===== src/logic/rpp_defines.vh =====
`ifndef RPP_DEFINES_VH
`define RPP_DEFINES_VH
// ------------------------------------------------------------
// Register offsets (byte addresses)
// ------------------------------------------------------------
`define RPP_REG_CTRL      8'h00
`define RPP_REG_SETPT     8'h04
`define RPP_REG_EXCLIM    8'h08
`define RPP_REG_LIMIT     8'h0c
`define RPP_REG_STATUS    8'h10
`define RPP_REG_IRQ_STAT  8'h14
`define RPP_REG_IRQ_MASK  8'h18
`define RPP_REG_ACCUM     8'h1c
`define RPP_REG_REFLECT   8'h20
// ------------------------------------------------------------
// Field positions
// ------------------------------------------------------------
`define RPP_CTRL_ENABLE   0
`define RPP_EV_CALC       0
`define RPP_EV_FAST       1
`define RPP_EV_OVC        2
`define RPP_EV_OVV        3
`define RPP_EV_ARC        4
`define RPP_EV_CUTBACK    5
`define RPP_EV_FOLDBACK   6
// ------------------------------------------------------------
// Reset values and scale (power in 1/4096 of rated)
// ------------------------------------------------------------
`define RPP_FULL          16'h1000
`define RPP_CTRL_RST      32'h00000001
`define RPP_CALC_LIM      16'h028f
`define RPP_AVG_LIM       16'h00a4
`define RPP_FLOOR         16'h0400
`define RPP_CUT_NUM       16'h00d9
`define RPP_ACC_ONE       16'h0f00
`define RPP_ACC_THR       16'h2580
// ------------------------------------------------------------
// Timing
// ------------------------------------------------------------
`define RPP_CLK_MHZ       100
`define RPP_TICK_US       1000
`define RPP_TICK_CYC      (`RPP_CLK_MHZ * `RPP_TICK_US)
`define RPP_HOLD_MS       100
`define RPP_RECOV_MS      30000
`define RPP_DECAY_MS      60000
`define RPP_AVG_MS        5000
`define RPP_DECAY_STEP_MS 16
`endif


===== src/logic/rpp_top.v =====
// Operation
// Fast peak trip kills drive immediately
// Calculated peak above 16 percent trips
// Five trip sources share one shutback
// Hold zero power 100 ms
// Exponential ramp to lower target
// After 30 s return to loop
// Each shutback sets accumulator to one; code adds one per shutback and restarts at one only on a cutback
// Accumulator decays to zero in 60 s
// Cutback when accumulator exceeds threshold
// First cutback: 85 percent of lower
// Further cutbacks scale limit by 85 percent
// Limit never below 25 percent floor
// Restore only after accumulator reaches zero
// 5 s average above 4 percent folds back; code uses a single-pole average with a 4096 ms time constant
// Drive inhibit hold during faults
// Threshold and restore slope configurable
// Timers from millisecond prescaler tick
`timescale 1ns/1ps
`include "rpp_defines.vh"
module rpp_top #(
    parameter [15:0] ACC_THR   = `RPP_ACC_THR,
    parameter [15:0] REST_STEP = 16'h0001,
    parameter        TICK_DIV  = `RPP_TICK_CYC
) (
    // Clock and reset
    input  wire        hclk,
    input  wire        hresetn,
    // AHB-Lite slave
    input  wire        hsel,
    input  wire [31:0] haddr,
    input  wire [1:0]  htrans,
    input  wire        hwrite,
    input  wire [2:0]  hsize,
    input  wire [31:0] hwdata,
    input  wire        hready,
    output wire [31:0] hrdata,
    output wire        hreadyout,
    output wire        hresp,
    // Reflected power samples (fraction of rated, 1/4096)
    input  wire [15:0] calc_peak_reflect,
    input  wire [15:0] avg_reflect_sample,
    input  wire        sample_valid,
    // Trip pins: fast, over-current, over-voltage, arc
    input  wire [3:0]  trip_pins,
    // Power stage
    output wire        fast_reflect_trip_alarm,
    output reg         calc_reflect_trip_alarm,
    output wire        drive_disable,
    output wire        modulation_zero,
    output reg         drive_inhibit_hold,
    output reg  [15:0] power_limit,
    output reg         output_level_loop,
    // Interrupt
    output wire        irq
);
    // ------------------------------------------------------------
    // Trip inputs
    // ------------------------------------------------------------
    wire [3:0] trips_sync;   // Filtered copies for sequencing
    wire       tick_ms;      // Millisecond enable

    rpp_sync #(.W(4)) u_sync (
        .hclk    (hclk),
        .hresetn (hresetn),
        .pin     (trip_pins),
        .clean   (trips_sync)
    );
    rpp_tick #(.DIV(TICK_DIV)) u_tick (
        .hclk    (hclk),
        .hresetn (hresetn),
        .tick_ms (tick_ms)
    );

    // Fast path bypasses sync: 100 ns is only ten cycles
    assign fast_reflect_trip_alarm = trip_pins[0];
    reg    fast_latch;                                              // Held kill after pulse
    assign drive_disable   = trip_pins[0] | fast_latch | drive_inhibit_hold;
    assign modulation_zero = trip_pins[0] | fast_latch;

    // ------------------------------------------------------------
    // Registers
    // ------------------------------------------------------------
    reg  [31:0] ctrl;        // Bit 0 enable
    reg  [15:0] setpoint;    // Power set point
    reg  [15:0] exc_limit;   // Exciter power limit
    reg  [15:0] cut_limit;   // Cutback limit
    reg  [6:0]  irq_stat;    // Sticky events
    reg  [6:0]  irq_mask;    // Event mask
    reg  [15:0] accum;       // Cutback accumulator
    reg  [27:0] avg_acc;     // Averaged reflection, 12 fraction bits
    reg  [6:0]  events;      // This cycle's events

    // Shutback when any source trips
    wire calc_trip  = sample_valid && (calc_peak_reflect > `RPP_CALC_LIM);
    wire any_trip   = ctrl[`RPP_CTRL_ENABLE] & (calc_trip | (|trips_sync));
    wire new_shut   = any_trip & ~drive_inhibit_hold; // A held trip level counts once

    // ------------------------------------------------------------
    // Shutback sequencer
    // ------------------------------------------------------------
    localparam [3:0] ST_RUN  = 4'b0001;
    localparam [3:0] ST_HOLD = 4'b0010;
    localparam [3:0] ST_RAMP = 4'b0100;
    localparam [3:0] ST_WAIT = 4'b1000;

    reg [3:0]  state;
    reg [15:0] timer_ms;   // Millisecond counter
    reg [15:0] ramp;       // Present ramp output
    reg [15:0] trip_power; // Power limit on the last trip cycle
    reg        cutback_on; // A cutback is in force
    reg [5:0]  decay_cnt;  // Sub-step of accumulator decay

    // Lower of two powers
    function [15:0] rpp_min;
        input [15:0] a;
        input [15:0] b;
        begin
            rpp_min = (a < b) ? a : b;
        end
    endfunction

    // Scale by 85 percent with floor
    function [15:0] rpp_cut;
        input [15:0] p;
        reg   [31:0] prod;
        begin
            prod    = p * `RPP_CUT_NUM;
            rpp_cut = (prod[23:8] < `RPP_FLOOR) ? `RPP_FLOOR : prod[23:8];
        end
    endfunction

    wire [15:0] target = rpp_min(rpp_min(setpoint, exc_limit), cut_limit);
    wire [15:0] gap    = target - ramp;
    wire        acc_over = ({1'b0, accum} + {1'b0, `RPP_ACC_ONE}) > {1'b0, ACC_THR};

    // Sequencer, accumulator, cutback limit
    always @(posedge hclk or negedge hresetn) begin
        if (!hresetn) begin
            state       <= ST_RUN;
            timer_ms    <= 16'h0;
            ramp        <= 16'h0;
            trip_power  <= 16'h0;
            accum       <= 16'h0;
            decay_cnt   <= 6'h0;
            cut_limit   <= `RPP_FULL;
            cutback_on  <= 1'b0;
            fast_latch  <= 1'b0;
            calc_reflect_trip_alarm <= 1'b0;
            drive_inhibit_hold <= 1'b0;
            events      <= 7'h0;
        end else begin
            events <= 7'h0;
            calc_reflect_trip_alarm <= calc_trip;
            if (any_trip) begin
                // New shutback, any state
                state       <= ST_HOLD;
                timer_ms    <= 16'h0;
                ramp        <= 16'h0;
                trip_power  <= power_limit;
                accum <= new_shut ? `RPP_ACC_ONE + (acc_over ? 16'h0 : accum) : accum;
                fast_latch  <= trips_sync[0];
                drive_inhibit_hold <= 1'b1;
                events[`RPP_EV_CALC] <= calc_trip & new_shut;
                events[4:1] <= trips_sync & {4{new_shut}};
                if (new_shut && acc_over) begin
                    // Cutback declared
                    events[`RPP_EV_CUTBACK] <= 1'b1;
                    cutback_on <= 1'b1;
                    if (!cutback_on) begin
                        cut_limit <= rpp_cut(rpp_min(setpoint, power_limit));
                    end else begin
                        cut_limit <= rpp_cut(cut_limit);
                    end
                end
            end else begin
                // Accumulator linear decay, 1/60 per second
                if (tick_ms && accum != 16'h0) begin
                    if (decay_cnt == `RPP_DECAY_STEP_MS - 1) begin
                        decay_cnt <= 6'h0;
                        accum     <= accum - 16'h1;
                    end else begin
                        decay_cnt <= decay_cnt + 6'h1;
                    end
                end
                // Gradual restore after accumulator empty
                if (tick_ms && cutback_on && accum == 16'h0) begin
                    if (cut_limit >= `RPP_FULL - REST_STEP) begin
                        cut_limit  <= `RPP_FULL;
                        cutback_on <= 1'b0;
                    end else begin
                        cut_limit <= cut_limit + REST_STEP;
                    end
                end
                case (state)
                    ST_RUN: begin
                        ramp <= target;
                    end
                    ST_HOLD: begin
                        ramp <= 16'h0;
                        if (tick_ms) begin
                            if (timer_ms == `RPP_HOLD_MS - 1) begin
                                state      <= ST_RAMP;
                                timer_ms   <= 16'h0;
                                fast_latch <= 1'b0;
                                drive_inhibit_hold <= 1'b0;
                            end else begin
                                timer_ms <= timer_ms + 16'h1;
                            end
                        end
                    end
                    ST_RAMP, ST_WAIT: begin
                        // Exponential approach: close 1/64 of gap per ms
                        if (tick_ms) begin
                            ramp <= (gap[15] || gap < 16'h40) ? target :
                                    ramp + {6'h0, gap[15:6]};
                            if (timer_ms == `RPP_RECOV_MS - 1) begin
                                state    <= ST_RUN;
                                timer_ms <= 16'h0;
                            end else begin
                                timer_ms <= timer_ms + 16'h1;
                            end
                        end
                    end
                    default: begin
                        state <= ST_RUN;
                    end
                endcase
            end
        end
    end

    // ------------------------------------------------------------
    // Average reflected power foldback
    // ------------------------------------------------------------
    reg [15:0] fold;    // Foldback limit
    reg [12:0] avg_ms;  // Window counter
    // Single-pole average, time constant about 4 s (4096 ms) in ms steps
    always @(posedge hclk or negedge hresetn) begin
        if (!hresetn) begin
            avg_acc <= 28'h0;
            fold    <= `RPP_FULL;
            avg_ms  <= 13'h0;
        end else if (tick_ms) begin
            avg_acc <= avg_acc - {12'h0, avg_acc[27:12]} + {12'h0, avg_reflect_sample};
            if (avg_ms == `RPP_AVG_MS / 50 - 1) begin
                avg_ms <= 13'h0;
                if (avg_acc[27:12] > `RPP_AVG_LIM && fold > 16'h10) begin
                    fold <= fold - 16'h10;
                end else if (avg_acc[27:12] < `RPP_AVG_LIM && fold < `RPP_FULL) begin
                    fold <= fold + 16'h10;
                end
            end else begin
                avg_ms <= avg_ms + 13'h1;
            end
        end
    end

    // Limit output, from a register
    always @(posedge hclk or negedge hresetn) begin
        if (!hresetn) begin
            power_limit       <= 16'h0;
            output_level_loop <= 1'b0;
        end else begin
            power_limit       <= any_trip ? 16'h0 : rpp_min(ramp, fold);
            output_level_loop <= (state == ST_RUN) && !any_trip;
        end
    end

    // ------------------------------------------------------------
    // AHB-Lite slave, zero wait states
    // ------------------------------------------------------------
    reg        dp_wr;
    reg        dp_rd;
    reg [7:0]  dp_addr;
    reg [31:0] rdata;
    wire       take = hsel & hready & htrans[1];
    wire       rd_stat = dp_rd && dp_addr == `RPP_REG_IRQ_STAT;

    always @(posedge hclk or negedge hresetn) begin
        if (!hresetn) begin
            dp_wr   <= 1'b0;
            dp_rd   <= 1'b0;
            dp_addr <= 8'h0;
        end else begin
            dp_wr   <= take & hwrite;
            dp_rd   <= take & ~hwrite;
            dp_addr <= haddr[7:0];
        end
    end

    // Register writes and sticky status; set beats read-clear
    always @(posedge hclk or negedge hresetn) begin
        if (!hresetn) begin
            ctrl      <= `RPP_CTRL_RST;
            setpoint  <= `RPP_FULL;
            exc_limit <= `RPP_FULL;
            irq_mask  <= 7'h0;
            irq_stat  <= 7'h0;
        end else begin
            irq_stat <= (rd_stat ? 7'h0 : irq_stat) | events |
                        {fold < `RPP_FULL && !rd_stat && irq_stat[6], 6'h0};
            if (dp_wr) begin
                if (dp_addr == `RPP_REG_CTRL) begin
                    ctrl <= hwdata;
                end else if (dp_addr == `RPP_REG_SETPT) begin
                    setpoint <= hwdata[15:0];
                end else if (dp_addr == `RPP_REG_EXCLIM) begin
                    exc_limit <= hwdata[15:0];
                end else if (dp_addr == `RPP_REG_IRQ_MASK) begin
                    irq_mask <= hwdata[6:0];
                end
            end
        end
    end

    // Read mux; unmapped reads zero
    always @* begin
        if (dp_addr == `RPP_REG_CTRL)           rdata = ctrl;
        else if (dp_addr == `RPP_REG_SETPT)     rdata = {16'h0, setpoint};
        else if (dp_addr == `RPP_REG_EXCLIM)    rdata = {16'h0, exc_limit};
        else if (dp_addr == `RPP_REG_LIMIT)     rdata = {cut_limit, power_limit};
        else if (dp_addr == `RPP_REG_STATUS)    rdata = {24'h0, cutback_on, state,
                                                          drive_inhibit_hold,
                                                          output_level_loop, fast_latch};
        else if (dp_addr == `RPP_REG_IRQ_STAT)  rdata = {25'h0, irq_stat};
        else if (dp_addr == `RPP_REG_IRQ_MASK)  rdata = {25'h0, irq_mask};
        else if (dp_addr == `RPP_REG_ACCUM)     rdata = {16'h0, accum};
        else if (dp_addr == `RPP_REG_REFLECT)   rdata = {fold, avg_acc[27:12]};
        else                                    rdata = 32'h0;
    end

    assign hrdata    = rdata;
    assign hreadyout = 1'b1;
    assign hresp     = 1'b0;
    assign irq       = |(irq_stat & irq_mask);
endmodule


===== src/logic/rpp_tick.v =====
`timescale 1ns/1ps
`include "rpp_defines.vh"
// ------------------------------------------------------------
// Millisecond tick prescaler
// ------------------------------------------------------------
module rpp_tick #(
    parameter DIV = `RPP_TICK_CYC
) (
    // Clock and reset
    input  wire        hclk,
    input  wire        hresetn,
    // Tick out
    output reg         tick_ms
);
    reg [31:0] cnt; // Cycle counter

    // Count up one period then pulse
    always @(posedge hclk or negedge hresetn) begin
        if (!hresetn) begin
            cnt     <= 32'h0;
            tick_ms <= 1'b0;
        end else if (cnt == DIV - 1) begin
            cnt     <= 32'h0;
            tick_ms <= 1'b1;
        end else begin
            cnt     <= cnt + 32'h1;
            tick_ms <= 1'b0;
        end
    end
endmodule


===== src/logic/rpp_sync.v =====
`timescale 1ns/1ps
// ------------------------------------------------------------
// Three-stage pin synchroniser, change taken when 2nd and 3rd agree
// ------------------------------------------------------------
module rpp_sync #(
    parameter W = 4
) (
    // Clock and reset
    input  wire         hclk,
    input  wire         hresetn,
    // Pins and clean result
    input  wire [W-1:0] pin,
    output reg  [W-1:0] clean
);
    reg [W-1:0] s1; // Metastable stage, read only by s2
    reg [W-1:0] s2;
    reg [W-1:0] s3;
    integer i;

    always @(posedge hclk or negedge hresetn) begin
        if (!hresetn) begin
            s1    <= {W{1'b0}};
            s2    <= {W{1'b0}};
            s3    <= {W{1'b0}};
            clean <= {W{1'b0}};
        end else begin
            s1 <= pin;
            s2 <= s1;
            s3 <= s2;
            for (i = 0; i < W; i = i + 1) begin
                if (s2[i] == s3[i]) begin
                    clean[i] <= s3[i];
                end
            end
        end
    end
endmodule


===== config.mk =====
export PLATFORM = sky130hd
export DESIGN_NAME = rpp_top
export DESIGN_NICKNAME = d
export VERILOG_FILES = /design/src/logic/rpp_top.v /design/src/logic/rpp_tick.v /design/src/logic/rpp_sync.v
export VERILOG_INCLUDE_DIRS = /design/src /design/src/logic
export SDC_FILE = /design/constraint.sdc
export NUM_CORES = 1
export LEC_CHECK = 0
export CAP_MARGIN = 0
export CORE_AREA = 8 8 199 201
export CTS_BUF_LIST = sky130_fd_sc_hd__clkbuf_4
export CTS_CLUSTER_DIAMETER = 80
export CTS_CLUSTER_SIZE = 20
export DETAILED_ROUTE_END_ITERATION = 6
export DIE_AREA = 0 0 207 209
export DONT_BUFFER_PORTS = 1
export PLACE_DENSITY = 0.81
export SYNTH_ARGS = -nofsm -noshare
export SYNTH_HDL_FRONTEND = slang
export SYNTH_SLANG_ARGS = --single-unit

===== constraint.sdc =====
create_clock -name hclk -period 12 [get_ports hclk]
set_clock_uncertainty 0.15 [all_clocks]
set_input_delay 1.8 -clock hclk [delete_from_list [all_inputs] [get_ports hclk]]
set_output_delay 1.8 -clock hclk [all_outputs]
set_load 0.01 [all_outputs]

==> results by group <==
Global routing
  • First-pass GRT wire length: 99560 um
  • Largest net degree at the start of global routing: around 290
  • GRT Residual Overflow: 0
  • Initial antenna violation count: 2
  • Vias in the first global route: 18278
  • Total GRT Usage: 28.22%

Clock network
  • Clk sinks: 290
  • TritonCTS Buffers: 22
  • Worst-path clk slew: 200 ps
  • Longest Clk Path Bufs: 3
  • CTS tree: done
  • Hold_buf cts: 0
  • CTS H-tree lvls: 1
  • Root Driver: clkbuf_4
  • Post-CTS Setup Bufs: 0
  • Clock latency at the later pin of the worst-skew pair: 810 ps
  • Post-CTS resize count: 0

Routing
  • Drt drc: 3
  • Drt initial violations: 1828
  • First-pass DRT Iterations: 7
  • Antenna-violating nets left: 0
  • Via density: 6.356
  • Total wire length: just over 60000 um
  • Via count: 18794
  • Per-cell routed wire length: 21.06 um

Timing
  • Setup violators final: 0
  • Max frequency: 0.1052 GHz
  • Post-route minimum period: about 9500 ps
  • Least-Margin Pin Slew: 1166 ps
  • RSZ-0062 raised after global routing: no
  • Worst setup margin: 2491 ps
  • Max-slew violations: 0
  • Slew margin rel.: 22.29%
  • Final Cycle Share: 79.24%
  • Fin. Hold Viols: 0
  • Setup TNS: 0 ps

Logic synthesis
  • Mux share of post-synthesis cell area: a little under 7%
  • Cell taking the most area after synthesis: dfrtp_1
  • Post-synth EDFFs: 0
  • Mapped Avg Cell Area: 9.273 um^2
  • Yosys reg bits: 290
  • Post-synth ARST share: 100.0%
  • Adder-cell share of the synthesized area: 21.64%
  • Mapped Nets: 2974
  • Seq/Total Area, Yosys: 31.14%
  • Synth top area cells: dfrtp_1, ha_1, fa_1, inv_1, mux2_2
  • Count of different cell masters after synthesis: 84
  • Largest family of logic cells by synthesized area: adder cells
  • Synth Area in Simple Gates: a little over an eighth
  • Synth warn: 0
  • Top cell type's share of synthesized area: 30.46%
  • Cells after Synth: 2516
  • Synth Area in XOR/XNOR: 4.993%
  • Compound-cell area share of the yosys netlist: 14.83%
  • Mapped cell area: 23330 um^2
  • Most common flop cell mapped by yosys: dfrtp_1

Power
  • PD cells: 170.1 nW/um^2
  • Leakage dissipation: 12.17 nW
  • Total Power: 4.089 mW
  • VDD IR max: 0.3032 mV

Worst hold path
  • Worst Hold Class: flip-flop to flip-flop

Layout
  • # fillers: ~2900
  • Area Growth Syn to Fin: 3.008%
  • Layout cells sized above 1: about 7.4%
  • Nets: roughly 2900

Placed design
  • Final Wtd Congestion: slightly below 1
  • Worst slack, placed: 2786 ps
  • Detailed Place HPWL: 47500 um
  • Count of input and output buffers: 0

Outcome
  • Failing checks: design-rule violations
  • Status: complete, but fails checks

Worst setup path
  • CP Max Fanout: 17
  • Worst Path Class, Setup: flip-flop to flip-flop
  • Startpoint class of the critical path: flip-flop
  • Crit-path max cell delay: 730 ps
  • Worst path slowest cell: nor2b_1
  • Worst path arrival time: 10070 ps
  • Crit end category: flip-flop
  • WP data required: 12560 ps

Floorplan
  • Die Area: between 40000 and 50000 um^2
  • Core area: 36260 um^2
  • Standard-cell row count: 70
  • Starting density of the core: 64.34%
  • Die width: around 210 um
  • IO Count: 168
  • Die height: 209 um

Job
  • MaxCap Viol Count: 0
-- layout make-up --
type | count | area, um^2 | area share (%)
Sequential cell | 290 | 7267 | 30.24
Timing Repair Buffer | 9 | 67.56 | 0.2811
Inverter | 355 | 1333 | 5.545
Multi-Input combinational cell | 1797 | 14440 | 60.06
Antenna cell | 1 | 2.502 | 0.01041
Clock buffer | 23 | 172.7 | 0.7185
Tap cell | 468 | 585.6 | 2.436
Clock inverter | 14 | 170.2 | 0.7080
-- flip-flops by register name (all words and copies together) (netlist names), 3 cells and up --
signal	cells
irq_mask	7
power_limit	16
u_sync.s3	4
u_sync.s1	4
state	3
exc_limit	16
avg_ms	13
setpoint	16
ramp	16
irq_stat	7
decay_cnt	6
u_sync.clean	4
u_tick.cnt	32
u_sync.s2	4
avg_acc	28
accum	16
fold	12
timer_ms	16
dp_addr	8
events	6
ctrl	32
cut_limit	16
-- per-layer routing --
| metal | global-route usage, % | vias to the layer above | part of all wire, % |
|---|---|---|---|
| met4 | 8.701 | 2 | 3.1 |
| met5 | 0 | - | 0.026 |
| met1 | 40.06 | 9176 | 43 |
| met3 | 4.924 | 122 | 9.7 |
| li1 | - | 8655 | - |
| met2 | 43.70 | 839 | 44 |
-- worst paths after layout --
check                                 endpoint  cells after the start  slack, ps           from
worst max-delay path                  ramp[15]                     34       2490  exc_limit[12]
worst min-delay path              u_sync.s2[3]                      0        230   u_sync.s1[3]
worst max register to register        ramp[15]                     34       2490  exc_limit[12]
worst min register to register    u_sync.s2[3]                      0        230   u_sync.s1[3]
max in group asynchronous       u_tick.tick_ms                      0      10510        hresetn
min in group asynchronous        exc_limit[10]                      0        530        hresetn
-- synth_stat cells, types with 21 or more instances --
master    instances
xnor2_1          96
nor4_1           22
a21oi_1         111
nor2_1          149
mux2_2           97
inv_1           353
nor2b_1          23
nand4_1          32
dfrtp_1         284
nor3_1           47
clkbuf_1         57
a21o_1           49
nand3_1          59
fa_1             89
xor2_1           37
a222oi_1         22
and3_1           43
o21ai_0         136
a31oi_1          21
ha_1            258
mux2i_1          44
nand2_1         177
-- logic make-up after synthesis --
kind of cell    after synthesis
buf+inv                     429
compound gates              523
other cells                   2
flops                       290
fa+ha+maj                   351
xor+xnor                    133
mux                         143
simple gates                645
-- cell usage in the layout (no fill, tap or decap), types with 21 or more instances in the layout --
cell	n
nor2b_1	23
ha_1	258
dfrtp_1	282
xnor2_1	96
fa_1	89
nor4_1	22
nor3_1	47
nand4_1	32
clkbuf_4	23
nand2_1	176
a31oi_1	21
nor2_1	149
a21o_1	49
o21ai_0	135
a21oi_1	110
mux2_2	97
mux2i_1	44
a222oi_1	22
xor2_1	37
nand3_1	59
inv_1	353
and3_1	43
-- power by group --
part	switching, mW	internal, mW	total (mW)	leakage [nW]
combinational	1.38	1.03	2.41	8.39
sequential	0.133	1.04	1.17	3.60
clock	0.359	0.153	0.512	0.184
total	1.87	2.22	4.09	12.2
-- critical path: cells and delay by family, from the launching register on --
kind / cells / cell delay (ps)
adder cells (fa/ha/maj): 4 / 1280
buffers and inverters: 2 / 110
AND/OR/NAND/NOR: 10 / 2580
AO/OA/AOI/OAI: 17 / 4170
multiplexers: 1 / 530
flip-flops: 1 / 600
-- metrics by stage --
| step | std cells | util (%) | area (um^2) | hold slack (ps) |
|---|---|---|---|---|
| 2_1_floorplan | 2516 | - | 23330 | 181.2 |
| 3_3_place_gp | 2919 | 65.33 | 23690 | 183.8 |
| 3_5_place_dp | 2919 | 65.33 | 23690 | 187.0 |
| 4_1_cts | 2956 | 66.27 | 24030 | 226.3 |
| 5_1_grt | 2957 | 66.28 | 24030 | 231.7 |
| 6_report | 2957 | 66.28 | 24030 | 228.8 |
No activity file was read; power rests on OpenSTA's default activity.
